File: src/design/tlic_pkg.sv
// Constants, register map and source tables of the two-level interrupt controller
// Behaviour
// [RULE_01] Every source except nonmaskable gets one of two levels via two priority registers.
// [RULE_02] Three masking levels come from the global mask and user/mask bits.
// [RULE_03] Each source presents its own distinct vector number to the CPU.
// [RULE_04] Nonmaskable input wins always, ignores masks, detected on a chosen edge.
// [RULE_05] Each of six maskable inputs selects falling edge or low level on its own.
// [RULE_06] Seven external inputs: one nonmaskable and six active-low maskable requests.
// [RULE_07] Request flags accept only zero writes; writing 0 clears a flag.
// [RULE_08] System control loads 0x0B at reset and hardware standby, kept in software standby.
// [RULE_09] System control bit 3 at 0 makes the user bit a mask; at 1 plain.
// [RULE_10] System control bit 2 picks nonmaskable edge: 0 falling, 1 rising.
// [RULE_11] Priority register A is eight read/write bits, all zero after reset.
// [RULE_12] Register A bits map to requests 0,1,2-3,4-5, watchdog/refresh, timers 0-2.
// [RULE_13] Priority bit 0 gives level 0, priority bit 1 gives level 1.
// [RULE_14] Serve nonmaskable first, then level 1, then level 0, lowest vector first.
// [RULE_15] Global mask blocks all maskable; user bit as mask blocks level 0 only.
package tlic_pkg;

    localparam int ADDR_W = 18;
    localparam int NUM_EXT = 6;
    localparam int NUM_INT = 11;
    localparam int NUM_SRC = 17;

    // Register indices; byte address is four times the index
    localparam logic [15:0] IDX_SYSTEM_CONTROL = 16'hFFF2;
    localparam logic [15:0] IDX_REQUEST_SENSE_CONTROL = 16'hFFF4;
    localparam logic [15:0] IDX_REQUEST_ENABLE = 16'hFFF5;
    localparam logic [15:0] IDX_REQUEST_FLAGS = 16'hFFF6;
    localparam logic [15:0] IDX_PRIORITY_SELECT_A = 16'hFFF8;
    localparam logic [15:0] IDX_PRIORITY_SELECT_B = 16'hFFF9;

    localparam logic [7:0] RST_SYSTEM_CONTROL = 8'h0B;
    localparam logic [7:0] RST_ZERO = 8'h00;

    localparam int BIT_USER_BIT_ROLE_SELECT = 3;
    localparam int BIT_NONMASKABLE_EDGE_SELECT = 2;

    localparam logic [1:0] RESP_OKAY = 2'h0;
    localparam logic [1:0] RESP_SLVERR = 2'h2;

    localparam logic [7:0] VEC_NONMASKABLE = 8'h07;

    // Source order: requests 0..5, watchdog, refresh, timer 0..4, dma, serial 0, serial 1, adc
    // Vector number of each source, rising with index
    localparam logic [7:0] SRC_VEC [NUM_SRC] = '{
        8'h0C, 8'h0D, 8'h0E, 8'h0F, 8'h10, 8'h11,
        8'h14, 8'h15, 8'h16, 8'h17, 8'h18, 8'h19, 8'h1A,
        8'h1B, 8'h1C, 8'h1D, 8'h1E
    };

    // Bit of {priority_select_b, priority_select_a} that sets each source's level
    localparam logic [3:0] SRC_PRIO_BIT [NUM_SRC] = '{
        4'h7, 4'h6, 4'h5, 4'h5, 4'h4, 4'h4,
        4'h3, 4'h3, 4'h2, 4'h1, 4'h0, 4'hF, 4'hE,
        4'hD, 4'hB, 4'hA, 4'h9
    };

endpackage : tlic_pkg

File: src/design/tlic_controller.sv
// Two-level interrupt controller with an AXI4-Lite register slave
//
// Implementation choice: the AXI4-Lite interface to the registers.
`timescale 1ns/1ns
`default_nettype none
module tlic_controller
(
    input wire logic clk,                                   // System clock
    input wire logic reset_n,                               // Asynchronous reset
    input wire logic [tlic_pkg::ADDR_W-1:0] s_axi_awaddr,   // Write address
    input wire logic s_axi_awvalid,                         // Write address valid
    output logic s_axi_awready,                             // Write address ready
    input wire logic [31:0] s_axi_wdata,                    // Write data
    input wire logic [3:0] s_axi_wstrb,                     // Write strobes
    input wire logic s_axi_wvalid,                          // Write data valid
    output logic s_axi_wready,                              // Write data ready
    output logic [1:0] s_axi_bresp,                         // Write response
    output logic s_axi_bvalid,                              // Write response valid
    input wire logic s_axi_bready,                          // Write response ready
    input wire logic [tlic_pkg::ADDR_W-1:0] s_axi_araddr,   // Read address
    input wire logic s_axi_arvalid,                         // Read address valid
    output logic s_axi_arready,                             // Read address ready
    output logic [31:0] s_axi_rdata,                        // Read data
    output logic [1:0] s_axi_rresp,                         // Read response
    output logic s_axi_rvalid,                              // Read data valid
    input wire logic s_axi_rready,                          // Read data ready
    input wire logic nonmaskable_pin,                       // Nonmaskable input
    input wire logic [5:0] maskable_request_inputs_n,       // Maskable requests, low active
    input wire logic [10:0] internal_requests,              // On-chip module requests
    input wire logic hw_standby,                            // Hardware standby
    input wire logic ccr_global_mask,                       // Global mask bit of CPU
    input wire logic user_or_mask_bit,                      // User/mask bit of CPU
    input wire logic cpu_ack,                               // CPU takes the vector
    output logic irq_request,                               // Interrupt to CPU
    output logic [7:0] irq_vector,                          // Vector number
    output logic irq_nonmaskable,                           // Request is nonmaskable
    output logic irq_level                                  // Level of request
);

    // ****************************************************
    // Registers
    // ****************************************************
    logic [7:0] system_control;
    logic [5:0] request_sense_control;
    logic [5:0] request_enable;
    logic [5:0] request_flags;
    logic [7:0] priority_select_a;
    logic [7:0] priority_select_b;
    logic nonmaskable_pending;
    logic nonmaskable_prev;
    logic [5:0] request_prev_n;

    // ****************************************************
    // AXI4-Lite slave
    // ****************************************************
    logic aw_held;
    logic w_held;
    logic [tlic_pkg::ADDR_W-1:0] aw_addr;
    logic [31:0] w_data;
    logic w_lane0;
    logic do_write;
    logic [15:0] wr_idx;
    logic [15:0] rd_idx;
    logic wr_hit;
    logic rd_hit;
    logic [7:0] rd_value;

    assign s_axi_awready = !aw_held && !s_axi_bvalid;
    assign s_axi_wready = !w_held && !s_axi_bvalid;
    assign s_axi_arready = !s_axi_rvalid;
    assign do_write = aw_held && w_held && !s_axi_bvalid;
    assign wr_idx = aw_addr[17:2];
    assign rd_idx = s_axi_araddr[17:2];

    always_comb
    begin
        unique case (wr_idx)
            tlic_pkg::IDX_SYSTEM_CONTROL, tlic_pkg::IDX_REQUEST_SENSE_CONTROL,
            tlic_pkg::IDX_REQUEST_ENABLE, tlic_pkg::IDX_REQUEST_FLAGS,
            tlic_pkg::IDX_PRIORITY_SELECT_A, tlic_pkg::IDX_PRIORITY_SELECT_B:
                wr_hit = (aw_addr[1:0] == 2'h0);
            default:
                wr_hit = 1'b0;
        endcase
    end

    always_comb
    begin
        rd_hit = (s_axi_araddr[1:0] == 2'h0);
        unique case (rd_idx)
            tlic_pkg::IDX_SYSTEM_CONTROL: rd_value = system_control;
            tlic_pkg::IDX_REQUEST_SENSE_CONTROL: rd_value = {2'h0, request_sense_control};
            tlic_pkg::IDX_REQUEST_ENABLE: rd_value = {2'h0, request_enable};
            tlic_pkg::IDX_REQUEST_FLAGS: rd_value = {2'h0, request_flags};
            tlic_pkg::IDX_PRIORITY_SELECT_A: rd_value = priority_select_a;
            tlic_pkg::IDX_PRIORITY_SELECT_B: rd_value = priority_select_b;
            default:
            begin
                rd_value = 8'h00;
                rd_hit = 1'b0;
            end
        endcase
    end

    always_ff @(posedge clk or negedge reset_n)
    begin
        if (!reset_n)
        begin
            aw_held <= 1'b0;
            w_held <= 1'b0;
            aw_addr <= '0;
            w_data <= 32'h0000_0000;
            w_lane0 <= 1'b0;
        end
        else
        begin
            if (s_axi_awvalid && s_axi_awready)
            begin
                aw_held <= 1'b1;
                aw_addr <= s_axi_awaddr;
            end
            else if (do_write)
                aw_held <= 1'b0;
            if (s_axi_wvalid && s_axi_wready)
            begin
                w_held <= 1'b1;
                w_data <= s_axi_wdata;
                w_lane0 <= s_axi_wstrb[0];
            end
            else if (do_write)
                w_held <= 1'b0;
        end
    end

    always_ff @(posedge clk or negedge reset_n)
    begin
        if (!reset_n)
        begin
            s_axi_bvalid <= 1'b0;
            s_axi_bresp <= tlic_pkg::RESP_OKAY;
        end
        else if (do_write)
        begin
            s_axi_bvalid <= 1'b1;
            s_axi_bresp <= wr_hit ? tlic_pkg::RESP_OKAY : tlic_pkg::RESP_SLVERR;
        end
        else if (s_axi_bready)
            s_axi_bvalid <= 1'b0;
    end

    always_ff @(posedge clk or negedge reset_n)
    begin
        if (!reset_n)
        begin
            s_axi_rvalid <= 1'b0;
            s_axi_rdata <= 32'h0000_0000;
            s_axi_rresp <= tlic_pkg::RESP_OKAY;
        end
        else if (s_axi_arvalid && s_axi_arready)
        begin
            s_axi_rvalid <= 1'b1;
            s_axi_rdata <= {24'h000000, rd_value};
            s_axi_rresp <= rd_hit ? tlic_pkg::RESP_OKAY : tlic_pkg::RESP_SLVERR;
        end
        else if (s_axi_rready)
            s_axi_rvalid <= 1'b0;
    end

    // ****************************************************
    // Control registers
    // ****************************************************
    logic wr_lane;
    assign wr_lane = do_write && wr_hit && w_lane0;

    always_ff @(posedge clk or negedge reset_n)
    begin
        if (!reset_n)
        begin
            system_control <= tlic_pkg::RST_SYSTEM_CONTROL;
            request_sense_control <= 6'h00;
            request_enable <= 6'h00;
            priority_select_a <= tlic_pkg::RST_ZERO;
            priority_select_b <= tlic_pkg::RST_ZERO;
        end
        else if (hw_standby)
        begin
            system_control <= tlic_pkg::RST_SYSTEM_CONTROL; // [RULE_08]
            request_sense_control <= 6'h00;
            request_enable <= 6'h00;
            priority_select_a <= tlic_pkg::RST_ZERO; // [RULE_11]
            priority_select_b <= tlic_pkg::RST_ZERO;
        end
        else if (wr_lane)
        begin
            unique case (wr_idx)
                tlic_pkg::IDX_SYSTEM_CONTROL: system_control <= w_data[7:0];
                tlic_pkg::IDX_REQUEST_SENSE_CONTROL: request_sense_control <= w_data[5:0];
                tlic_pkg::IDX_REQUEST_ENABLE: request_enable <= w_data[5:0];
                tlic_pkg::IDX_PRIORITY_SELECT_A: priority_select_a <= w_data[7:0]; // [RULE_11]
                tlic_pkg::IDX_PRIORITY_SELECT_B: priority_select_b <= w_data[7:0]; // [RULE_01]
                default: ;
            endcase
        end
    end

    // ****************************************************
    // External request detection
    // ****************************************************
    logic [5:0] flag_set;
    logic [5:0] flag_keep;
    logic nonmaskable_edge;
    logic nm_rise_sel;

    // Sense bit 1 selects falling edge, 0 selects low level
    assign flag_set = (request_sense_control & request_prev_n & ~maskable_request_inputs_n)
                    | (~request_sense_control & ~maskable_request_inputs_n); // [RULE_05] [RULE_06]
    // Ones leave a flag alone, zeros clear it; a new event wins over the clear
    assign flag_keep = (wr_lane && wr_idx == tlic_pkg::IDX_REQUEST_FLAGS) ? w_data[5:0] : 6'h3F;
    assign nm_rise_sel = system_control[tlic_pkg::BIT_NONMASKABLE_EDGE_SELECT];
    assign nonmaskable_edge = nm_rise_sel ? (!nonmaskable_prev && nonmaskable_pin)
                                          : (nonmaskable_prev && !nonmaskable_pin); // [RULE_10]

    always_ff @(posedge clk or negedge reset_n)
    begin
        if (!reset_n)
        begin
            request_prev_n <= 6'h3F;
            nonmaskable_prev <= 1'b1;
        end
        else
        begin
            request_prev_n <= maskable_request_inputs_n;
            nonmaskable_prev <= nonmaskable_pin;
        end
    end

    always_ff @(posedge clk or negedge reset_n)
    begin
        if (!reset_n)
            request_flags <= 6'h00;
        else if (hw_standby)
            request_flags <= 6'h00;
        else
            request_flags <= (request_flags & flag_keep) | flag_set; // [RULE_07]
    end

    always_ff @(posedge clk or negedge reset_n)
    begin
        if (!reset_n)
            nonmaskable_pending <= 1'b0;
        else if (hw_standby)
            nonmaskable_pending <= 1'b0;
        else if (nonmaskable_edge)
            nonmaskable_pending <= 1'b1; // [RULE_04]
        else if (cpu_ack && irq_nonmaskable)
            nonmaskable_pending <= 1'b0;
    end

    // ****************************************************
    // Arbitration
    // ****************************************************
    logic [15:0] prio_bits;
    logic [tlic_pkg::NUM_SRC-1:0] src_active;
    logic [tlic_pkg::NUM_SRC-1:0] src_level;
    logic user_mask_on;
    logic any1;
    logic any0;
    logic [7:0] vec1;
    logic [7:0] vec0;
    logic next_irq_request;
    logic [7:0] next_irq_vector;
    logic next_irq_nonmaskable;
    logic next_irq_level;

    assign prio_bits = {priority_select_b, priority_select_a};
    assign src_active = {internal_requests, request_flags & request_enable};
    assign user_mask_on = !system_control[tlic_pkg::BIT_USER_BIT_ROLE_SELECT]
                       && user_or_mask_bit; // [RULE_09]

    genvar g;
    generate
        for (g = 0; g < tlic_pkg::NUM_SRC; g++)
        begin : gen_level
            assign src_level[g] = prio_bits[tlic_pkg::SRC_PRIO_BIT[g]]; // [RULE_12] [RULE_13]
        end
    endgenerate

    // Scan downward so the lowest vector of each level is left selected
    always_comb
    begin
        any1 = 1'b0;
        any0 = 1'b0;
        vec1 = 8'h00;
        vec0 = 8'h00;
        for (int i = tlic_pkg::NUM_SRC - 1; i >= 0; i--)
        begin
            if (src_active[i] && src_level[i])
            begin
                any1 = 1'b1;
                vec1 = tlic_pkg::SRC_VEC[i]; // [RULE_03]
            end
            if (src_active[i] && !src_level[i])
            begin
                any0 = 1'b1;
                vec0 = tlic_pkg::SRC_VEC[i];
            end
        end
    end

    always_comb
    begin
        next_irq_request = 1'b1;
        next_irq_nonmaskable = 1'b0;
        next_irq_level = 1'b0;
        next_irq_vector = 8'h00;
        if (nonmaskable_pending)
        begin
            next_irq_nonmaskable = 1'b1; // [RULE_04] [RULE_14]
            next_irq_vector = tlic_pkg::VEC_NONMASKABLE;
        end
        else if (ccr_global_mask)
            next_irq_request = 1'b0; // [RULE_02] [RULE_15]
        else if (any1)
        begin
            next_irq_level = 1'b1; // [RULE_14]
            next_irq_vector = vec1;
        end
        else if (any0 && !user_mask_on)
            next_irq_vector = vec0; // [RULE_15]
        else
            next_irq_request = 1'b0;
    end

    always_ff @(posedge clk or negedge reset_n)
    begin
        if (!reset_n)
        begin
            irq_request <= 1'b0;
            irq_vector <= 8'h00;
            irq_nonmaskable <= 1'b0;
            irq_level <= 1'b0;
        end
        else
        begin
            irq_request <= next_irq_request;
            irq_vector <= next_irq_vector;
            irq_nonmaskable <= next_irq_nonmaskable;
            irq_level <= next_irq_level;
        end
    end

    // ****************************************************
    // Checks
    // ****************************************************
    chk_nm_wins: assert property (@(posedge clk) disable iff (!reset_n) // [RULE_04]
        nonmaskable_pending |=> irq_nonmaskable && irq_request && irq_vector == 8'h07)
        else $error("Pending nonmaskable request not presented");
    chk_nm_edge: assert property (@(posedge clk) disable iff (!reset_n) // [RULE_10]
        (!hw_standby && !nm_rise_sel && $past(nonmaskable_pin) && !nonmaskable_pin)
        |=> nonmaskable_pending)
        else $error("Selected nonmaskable edge missed");
    chk_global_mask: assert property (@(posedge clk) disable iff (!reset_n) // [RULE_15]
        (ccr_global_mask && !nonmaskable_pending) |=> !irq_request)
        else $error("Maskable request passed global mask");
    chk_user_mask: assert property (@(posedge clk) disable iff (!reset_n) // [RULE_09]
        (user_mask_on && !ccr_global_mask && !nonmaskable_pending)
        |=> (!irq_request || irq_level))
        else $error("Level 0 request passed user mask");
    chk_level_order: assert property (@(posedge clk) disable iff (!reset_n) // [RULE_14]
        (any1 && !ccr_global_mask && !nonmaskable_pending) |=> irq_request && irq_level)
        else $error("Level 1 request not served first");
    chk_edge_flag: assert property (@(posedge clk) disable iff (!reset_n) // [RULE_05]
        (!hw_standby && request_sense_control[0] && request_prev_n[0]
         && !maskable_request_inputs_n[0]) |=> request_flags[0])
        else $error("Falling edge did not set flag");
    chk_flag_ones: assert property (@(posedge clk) disable iff (!reset_n) // [RULE_07]
        (!hw_standby && request_flags[1] && wr_lane && wr_idx == tlic_pkg::IDX_REQUEST_FLAGS
         && w_data[1]) |=> request_flags[1])
        else $error("Writing one cleared a flag");
    chk_standby_init: assert property (@(posedge clk) disable iff (!reset_n) // [RULE_08]
        hw_standby |=> system_control == 8'h0B && priority_select_a == 8'h00)
        else $error("Standby did not initialise registers");
    chk_prio_a_write: assert property (@(posedge clk) disable iff (!reset_n) // [RULE_11]
        (!hw_standby && wr_lane && wr_idx == tlic_pkg::IDX_PRIORITY_SELECT_A)
        |=> priority_select_a == $past(w_data[7:0]))
        else $error("Priority register A write lost");

endmodule : tlic_controller
`default_nettype wire

File: config.mk
export PLATFORM = sky130hd
export DESIGN_NAME = tlic_controller
export DESIGN_NICKNAME = d
export VERILOG_FILES = /design/src/design/tlic_pkg.sv /design/src/design/tlic_controller.sv
export SDC_FILE = /design/constraint.sdc
export NUM_CORES = 1
export LEC_CHECK = 0
export BUFFER_PORTS_ARGS = -buffer_cell sky130_fd_sc_hd__buf_2
export CORE_MARGIN = 2
export CORE_UTILIZATION = 52
export DETAILED_ROUTE_END_ITERATION = 8
export PLACE_DENSITY = 0.78
export SYNTH_ARGS = -nofsm -noshare
export SYNTH_HDL_FRONTEND = slang
export SYNTH_SLANG_ARGS = --single-unit
File: constraint.sdc
create_clock -name clk -period 2.1 [get_ports clk]
set_input_delay 0.105 -clock clk [delete_from_list [all_inputs] [get_ports clk]]
set_output_delay 0.105 -clock clk [all_outputs]
set_load 0.01 [all_outputs]
## Word-level counts from Yosys, hierarchy flattened

Cells that the tools add are included.

| word-level totals | value |
|---|---|
| input port bits | 101 |
| output and inout bits | 52 |
| word-level logic and storage cells | 248 |
| flip-flop bits (word level) | 104 |

| cells by class | value |
|---|---|
| equal/unequal tests | 12 |
| mux-type cells | 113 |
| bitwise operators | 9 |
| reductions and logical operators | 91 |

Operators with widths:

| kind | number |
|---|---|
| $mux 8 | 45 |
| $eq 16x16->1 const B | 12 |
| $mux 1 | 55 |
| $logic_and 1x1->1 | 49 |
| $mux 6 | 8 |
| $pmux 8 s6 | 1 |
| $and 6x6->6 | 5 |
| $logic_not 1->1 | 22 |
| $reduce_bool 2->1 | 10 |
| $not 6->6 | 2 |
| $or 6x6->6 | 2 |
| $reduce_or 6->1 | 2 |
| $mux 5 | 2 |
| $reduce_and 2->1 | 5 |
| $logic_not 2->1 | 2 |
| $mux 2 | 2 |
| $reduce_bool 3->1 | 1 |

## Depth between registers and ports, before layout

| logic depth | value |
|---|---|
| word-level depth | 24 |
| mapped depth | 8 |
| mapped depth without buffers | 6 |

## Worst setup path before layout

No wires, ideal clock.

| path | value |
|---|---|
| kind | reg-to-reg |
| from | register s_axi_bvalid |
| to | register request_sense_control[5] |
| arrival | 1,824 ps |
| setup slack | 144 ps |
| data required time | 1,968 ps |
| cell stages (with the launch flop) | 9 |
| buffers on the path | 2 |
| path through | dfrtp_1 -> and3b_1 -> clkbuf_2 -> and2_1 -> nand3_1 -> or4_1 -> buf_6 -> mux2i_1 -> nor2_1 |

| on the way | value |
|---|---|
| cells in the longest elaborated chain, start to end | 6 |

RTL lines:

| what | RTL line | source |
|---|---|---|
| start, declared | tlic_controller.sv:18 | `output logic s_axi_bvalid,` |
| start signal, assigned | tlic_controller.sv:139 | `s_axi_bvalid <= 1'b0;` |
| start signal, assigned | tlic_controller.sv:144 | `s_axi_bvalid <= 1'b1;` |
| start signal, assigned | tlic_controller.sv:148 | `s_axi_bvalid <= 1'b0;` |
| $logic_not 1->1 | tlic_controller.sv:71 | `assign do_write = aw_held && w_held && !s_axi_bvalid;` |
| $logic_and 1x1->1 | tlic_controller.sv:71 |  |
| $logic_and 1x1->1 (2 in a row) | tlic_controller.sv:173 | `assign wr_lane = do_write && wr_hit && w_lane0;` |
| $reduce_bool 2->1 (no source line) | -- |  |
| $reduce_and 2->1 (no source line) | -- |  |
| end signal, assigned | tlic_controller.sv:197 | `tlic_pkg::IDX_REQUEST_SENSE_CONTROL: request_sense_control <= w_data[5:0];` |
| end, declared | tlic_controller.sv:44 | `logic [5:0] request_sense_control;` |

Every way passes these cells.
A chain may end at the register's enable or synchronous reset.

## Worst setup path after layout

| path | value |
|---|---|
| from | register aw_addr[9] in the netlist's numbering |
| to | register request_enable[1] |

| on the way | value |
|---|---|
| cells in the longest elaborated chain, start to end | 7 |

RTL lines:

| what | RTL line | source |
|---|---|---|
| start, declared | tlic_controller.sv:58 | `logic [tlic_pkg::ADDR_W-1:0] aw_addr;` |
| start signal, assigned | tlic_controller.sv:120 | `aw_addr <= s_axi_awaddr;` |
| $eq 16x16->1, on equally long branches | tlic_controller.sv:77, tlic_controller.sv:195 |  |
| $reduce_or 6->1 | tlic_controller.sv:77 | `unique case (wr_idx)` |
| $mux 1 | tlic_controller.sv:77 |  |
| $logic_and 1x1->1 (2 in a row) | tlic_controller.sv:173 |  |
| $reduce_bool 2->1 (no source line) | -- |  |
| $reduce_and 2->1 (no source line) (*) | -- |  |
| end signal, assigned | tlic_controller.sv:198 | `tlic_pkg::IDX_REQUEST_ENABLE: request_enable <= w_data[5:0];` |
| end, declared | tlic_controller.sv:45 | `logic [5:0] request_enable;` |

Every way passes the cells marked *; elsewhere a longest branch is shown, timed or not.

==> impl_table.tex <==
\begin{tabular}{lr}
\hline
Metric & Value \\
\hline
\multicolumn{2}{l}{\textbf{Timing}} \\
Worst clock skew & 0.0118 ns \\
Part of the cycle the worst path needs & 93.6\% \\
Relative slew slack & 46.0\% \\
Total of endpoints with negative setup slack in the final report & 0 \\
Total count of max-transition violations in the final report & 0 \\
Post-layout minimum cycle time & 1.97 ns \\
Maximum clock frequency & $\sim$510 MHz \\
Final Hold Viols & 0 \\
Worst-Margin Slew & $\sim$0.81 ns \\
Setup\_tns & 0 ns \\
\multicolumn{2}{l}{\textbf{Setup path}} \\
Worst-path cell chain & nand4\_1 -> nor4b\_4 -> nand3\_1 -> or3\_1 -> mux2i\_1 -> nor2\_1 \\
Crit path max-delay cell type & sky130\_fd\_sc\_hd\_\_or3\_1 \\
Critical setup path kind & reg -> reg \\
Endpoint kind of the worst setup timing path & register \\
CP max FO & 6 \\
Data required time of the critical path & 2.33 ns \\
WP data arrival & $\sim$2.2 ns \\
Slowest stage delay, CP & 0.55 ns \\
Setup crit start kind & register \\
\multicolumn{2}{l}{\textbf{Clock network}} \\
Maximum level of the CTS H-tree & 3 \\
Clock latency on the worst-skew pair & between 0.3 and 0.4 ns \\
CTS Root Cell & sky130\_fd\_sc\_hd\_\_clkbuf\_8 \\
Clock sink count & 99 \\
Bufs on Longest Clock Path & 2 \\
Number of buffers added by the clock tree synthesis step & 9 \\
Clock-pin slew reported for the worst setup and hold paths after clock tree synthesis & around 0.1 ns \\
TritonCTS clock tree & done \\
\multicolumn{2}{l}{\textbf{Synth}} \\
Average cell area after synthesis & 10.3 µm² \\
Yosys warning count & 0 \\
Netlist Area Pre-Place & 5140 µm² \\
Most area-consuming cells after synthesis & sky130\_fd\_sc\_hd\_\_dfrtp\_1, sky130\_fd\_sc\_hd\_\_mux2i\_1, sky130\_fd\_sc\_hd\_\_mux2\_2, sky130\_fd\_sc\_hd\_\_dfstp\_2, sky130\_fd\_sc\_hd\_\_buf\_4 \\
Post-synth EDFFs & 0 \\
Fraction of synthesized cell area taken by the top area cell type & 43.3\% \\
Predominant post-synthesis flop cell & sky130\_fd\_sc\_hd\_\_dfrtp\_1 \\
Fraction of the yosys area taken by sequential cells & between 40\% and 50\% \\
Number of storage elements in the synthesis netlist & between 90 and 100 \\
Cell accounting for the most synthesized area & sky130\_fd\_sc\_hd\_\_dfrtp\_1 \\
Ys async rst share & 100\% \\
Mapped Cells & 500 \\
Cell variety after synth & a little under 70 \\
\multicolumn{2}{l}{\textbf{Cells and area}} \\
Fill count & approximately 740 \\
Number of nets in the final layout & 765 \\
Ratio of cells with drive above 1 in the final layout & between 30\% and 40\% \\
Sequential standard cell area & 2490 µm² \\
Area of the multi-input gates & 2440 µm² \\
Synthesis-to-finish area growth & 27.3\% \\
Count of inserted antenna diode cells & 0 \\
\multicolumn{2}{l}{\textbf{Die}} \\
Number of primary I/O pins & $\sim$150 \\
Initial core utilization & between 50\% and 60\% \\
X dimension of the die & roughly 100 µm \\
Vertical extent of the die & $\sim$100 µm \\
Rows & 36 \\
Total core area & between 9000 and 10,000 µm² \\
Total die area & about 11,000 µm² \\
\multicolumn{2}{l}{\textbf{Power and ir drop}} \\
Switching share of power & between 30\% and 40\% \\
Net switching component of the power & between 1.5 and 2 mW \\
Leakage power figure & 3.05 nW \\
Fraction of power consumed by sequential logic & 53.0\% \\
Post-route total power & a little over 5 mW \\
Cell Pwr Density & roughly 780 nW/µm² \\
Portion of total power attributed to combinational logic & between 20\% and 30\% \\
Peak VDD IR & about 0.59 mV \\
Cell internal power dissipation & between 3 and 4 mW \\
Fraction of power consumed by the clock network & around a quarter \\
\multicolumn{2}{l}{\textbf{Min path}} \\
Hold/Removal Path Class & in -> reg \\
\multicolumn{2}{l}{\textbf{Route}} \\
Via total after detailed routing & $\sim$4,500 \\
Vias per std cell & 5.62 \\
Wire length per cell after detailed routing & between 15 and 20 µm \\
1st-iter DRT viols & 335 \\
Antenna violation net count after detailed routing & 0 \\
Total Routed Length & between 10,000 and 15,000 µm \\
Remaining routing DRC violations & 0 \\
Drt first pass iters & 5 \\
\multicolumn{2}{l}{\textbf{Global route}} \\
Met3 Usage GRT & 4.57\% \\
Global route total overflow & 0 \\
Wire length of the first global-routing pass & $\sim$22,000 µm \\
Initial antenna violation count & 0 \\
Most Used Layer, Global Route & met2 \\
Met2 GRT Util & 48.1\% \\
Number of global-route vias before repair & around 4,500 \\
Met1 layer usage reported by global route & around 34\% \\
Maximum number of pins on one net before global-route repair & 46 \\
Total global-route track usage & 27.4\% \\
\multicolumn{2}{l}{\textbf{Job}} \\
MaxCap Viol Count & 0 \\
\multicolumn{2}{l}{\textbf{Run status}} \\
Status & finished, final reports clean \\
\multicolumn{2}{l}{\textbf{Placed design}} \\
Total half-perimeter wirelength after legalization and detailed placement & approximately 10,000 µm \\
Port bufs & 96 \\
RePlAce Congestion & $\sim$0.96 \\
\hline
\end{tabular}
==> routing by layer <==
| metal | vias up | wire [µm] |
|---|---|---|
| li1 | 2082 | - |
| met1 | 2214 | 5730 |
| met2 | 187 | 7320 |
| met3 | 28 | 822 |
| met4 | 0 | 282 |
| met5 | - | 0 |
==> placed cells by master (no fill, tap or decap), types with 12 or more instances in the layout <==
cell / count
sky130_fd_sc_hd__a21oi_1: 24
sky130_fd_sc_hd__a22oi_1: 12
sky130_fd_sc_hd__buf_2: 95
sky130_fd_sc_hd__buf_4: 35
sky130_fd_sc_hd__conb_1: 29
sky130_fd_sc_hd__dfrtp_1: 89
sky130_fd_sc_hd__dlygate4sd3_1: 43
sky130_fd_sc_hd__inv_1: 12
sky130_fd_sc_hd__mux2_2: 27
sky130_fd_sc_hd__mux2i_1: 31
sky130_fd_sc_hd__nand2_1: 29
sky130_fd_sc_hd__nand2b_1: 14
sky130_fd_sc_hd__nor2_1: 54
sky130_fd_sc_hd__nor2b_1: 12
sky130_fd_sc_hd__o21ai_0: 23
==> state kept, by name, indices dropped and copies added (netlist names), 5 cells and up <==
signal / flops
aw_addr: 18
priority_select_a: 8
priority_select_b: 8
s_axi_rdata: 8
system_control: 8
w_data: 8
request_enable: 6
request_flags: 6
request_prev_n: 6
request_sense_control: 6
irq_vector: 5
==> worst max-delay path, delay by kind of cell (launching register included) <==
family | cells | cell delay, ns
and+or+nand+nor | 5 | 1.21
muxes | 1 | 0.21
DFF | 1 | 0.39
==> cells by family after synthesis <==
logic type / Yosys count / share of synthesized area [%]
and+or+nand+nor: 162 / 17.0
other: 1 / 0.0729
muxes: 59 / 12.1
xor gates and xnor gates: 1 / 0.170
AOI/OAI and AO/OA: 116 / 15.2
DFF: 99 / 48.4
buffers and inverters: 62 / 6.93
==> cell usage after synthesis, types with 3 or more instances <==
cell / instances
sky130_fd_sc_hd__a211o_1: 3
sky130_fd_sc_hd__a21o_1: 9
sky130_fd_sc_hd__a21oi_1: 24
sky130_fd_sc_hd__a221oi_1: 6
sky130_fd_sc_hd__a22o_1: 4
sky130_fd_sc_hd__a22oi_1: 13
sky130_fd_sc_hd__a31oi_1: 9
sky130_fd_sc_hd__and2_1: 3
sky130_fd_sc_hd__and3_1: 3
sky130_fd_sc_hd__buf_4: 30
sky130_fd_sc_hd__clkbuf_1: 15
sky130_fd_sc_hd__dfrtp_1: 89
sky130_fd_sc_hd__dfstp_2: 10
sky130_fd_sc_hd__inv_1: 12
sky130_fd_sc_hd__mux2_2: 27
sky130_fd_sc_hd__mux2i_1: 32
sky130_fd_sc_hd__nand2_1: 29
sky130_fd_sc_hd__nand2b_1: 14
sky130_fd_sc_hd__nand3_1: 10
sky130_fd_sc_hd__nand4_1: 8
sky130_fd_sc_hd__nor2_1: 54
sky130_fd_sc_hd__nor2b_1: 12
sky130_fd_sc_hd__nor3_1: 4
sky130_fd_sc_hd__o21ai_0: 23
==> path summary, 6_finish.rpt <==
check / depth (start not counted) / slack, ns / endpoint / from
max: 6 / 0.13 / request_enable[1] / aw_addr[9]
min: 4 / 0.06 / s_axi_rdata[6] / s_axi_arvalid
max reg2reg: 6 / 0.13 / request_enable[1] / aw_addr[9]
min reg2reg: 2 / 0.50 / s_axi_rdata[7] / s_axi_rdata[7]
max in group asynchronous: 3 / 1.18 / nonmaskable_prev / reset_n
min in group asynchronous: 2 / 0.25 / system_control[2] / reset_n
==> repair_timing <==
action	in CTS	in global routing
setup buffers	0	2
hold buffers	43	0
endpoints found under the setup margin	0	18
endpoints found under the hold margin	76	0
resized for setup	0	7
==> through the flow <==
stage	instance area [µm²]	worst slack, ns	util (%)	cells	hold slack (ns)
5_1_grt	6550	-0.0242	67.6	802	0.112
4_1_cts	6490	0.0434	67.1	800	0.0453
3_5_place_dp	5870	0.0681	60.6	741	0.111
2_1_floorplan	5250	0.144	-	528	-0.191
3_3_place_gp	5870	0.0861	60.6	741	0.101
6_report	6550	0.135	67.6	802	0.0642
==> final cells by class <==
type	instances	area share, %
clock inverter	6	0.994
sequential	99	38.0
tap	133	2.54
clock buffer	10	1.95
multi-input combinational	367	37.3
inverter	12	0.688
timing repair buffer	175	18.5
==> power by group through the flow <==
stage | sequential (mW) | combinational [mW] | clock [mW]
after floorplan | 2.58 | 0.762 | 0
after global placement | 2.70 | 1.01 | 0
after detailed placement | 2.73 | 1.06 | 0
after CTS | 2.69 | 1.13 | 1.26
after global routing | 2.76 | 1.26 | 1.32
final | 2.70 | 1.14 | 1.25
Note: power is estimated with default switching activity, not from simulation.
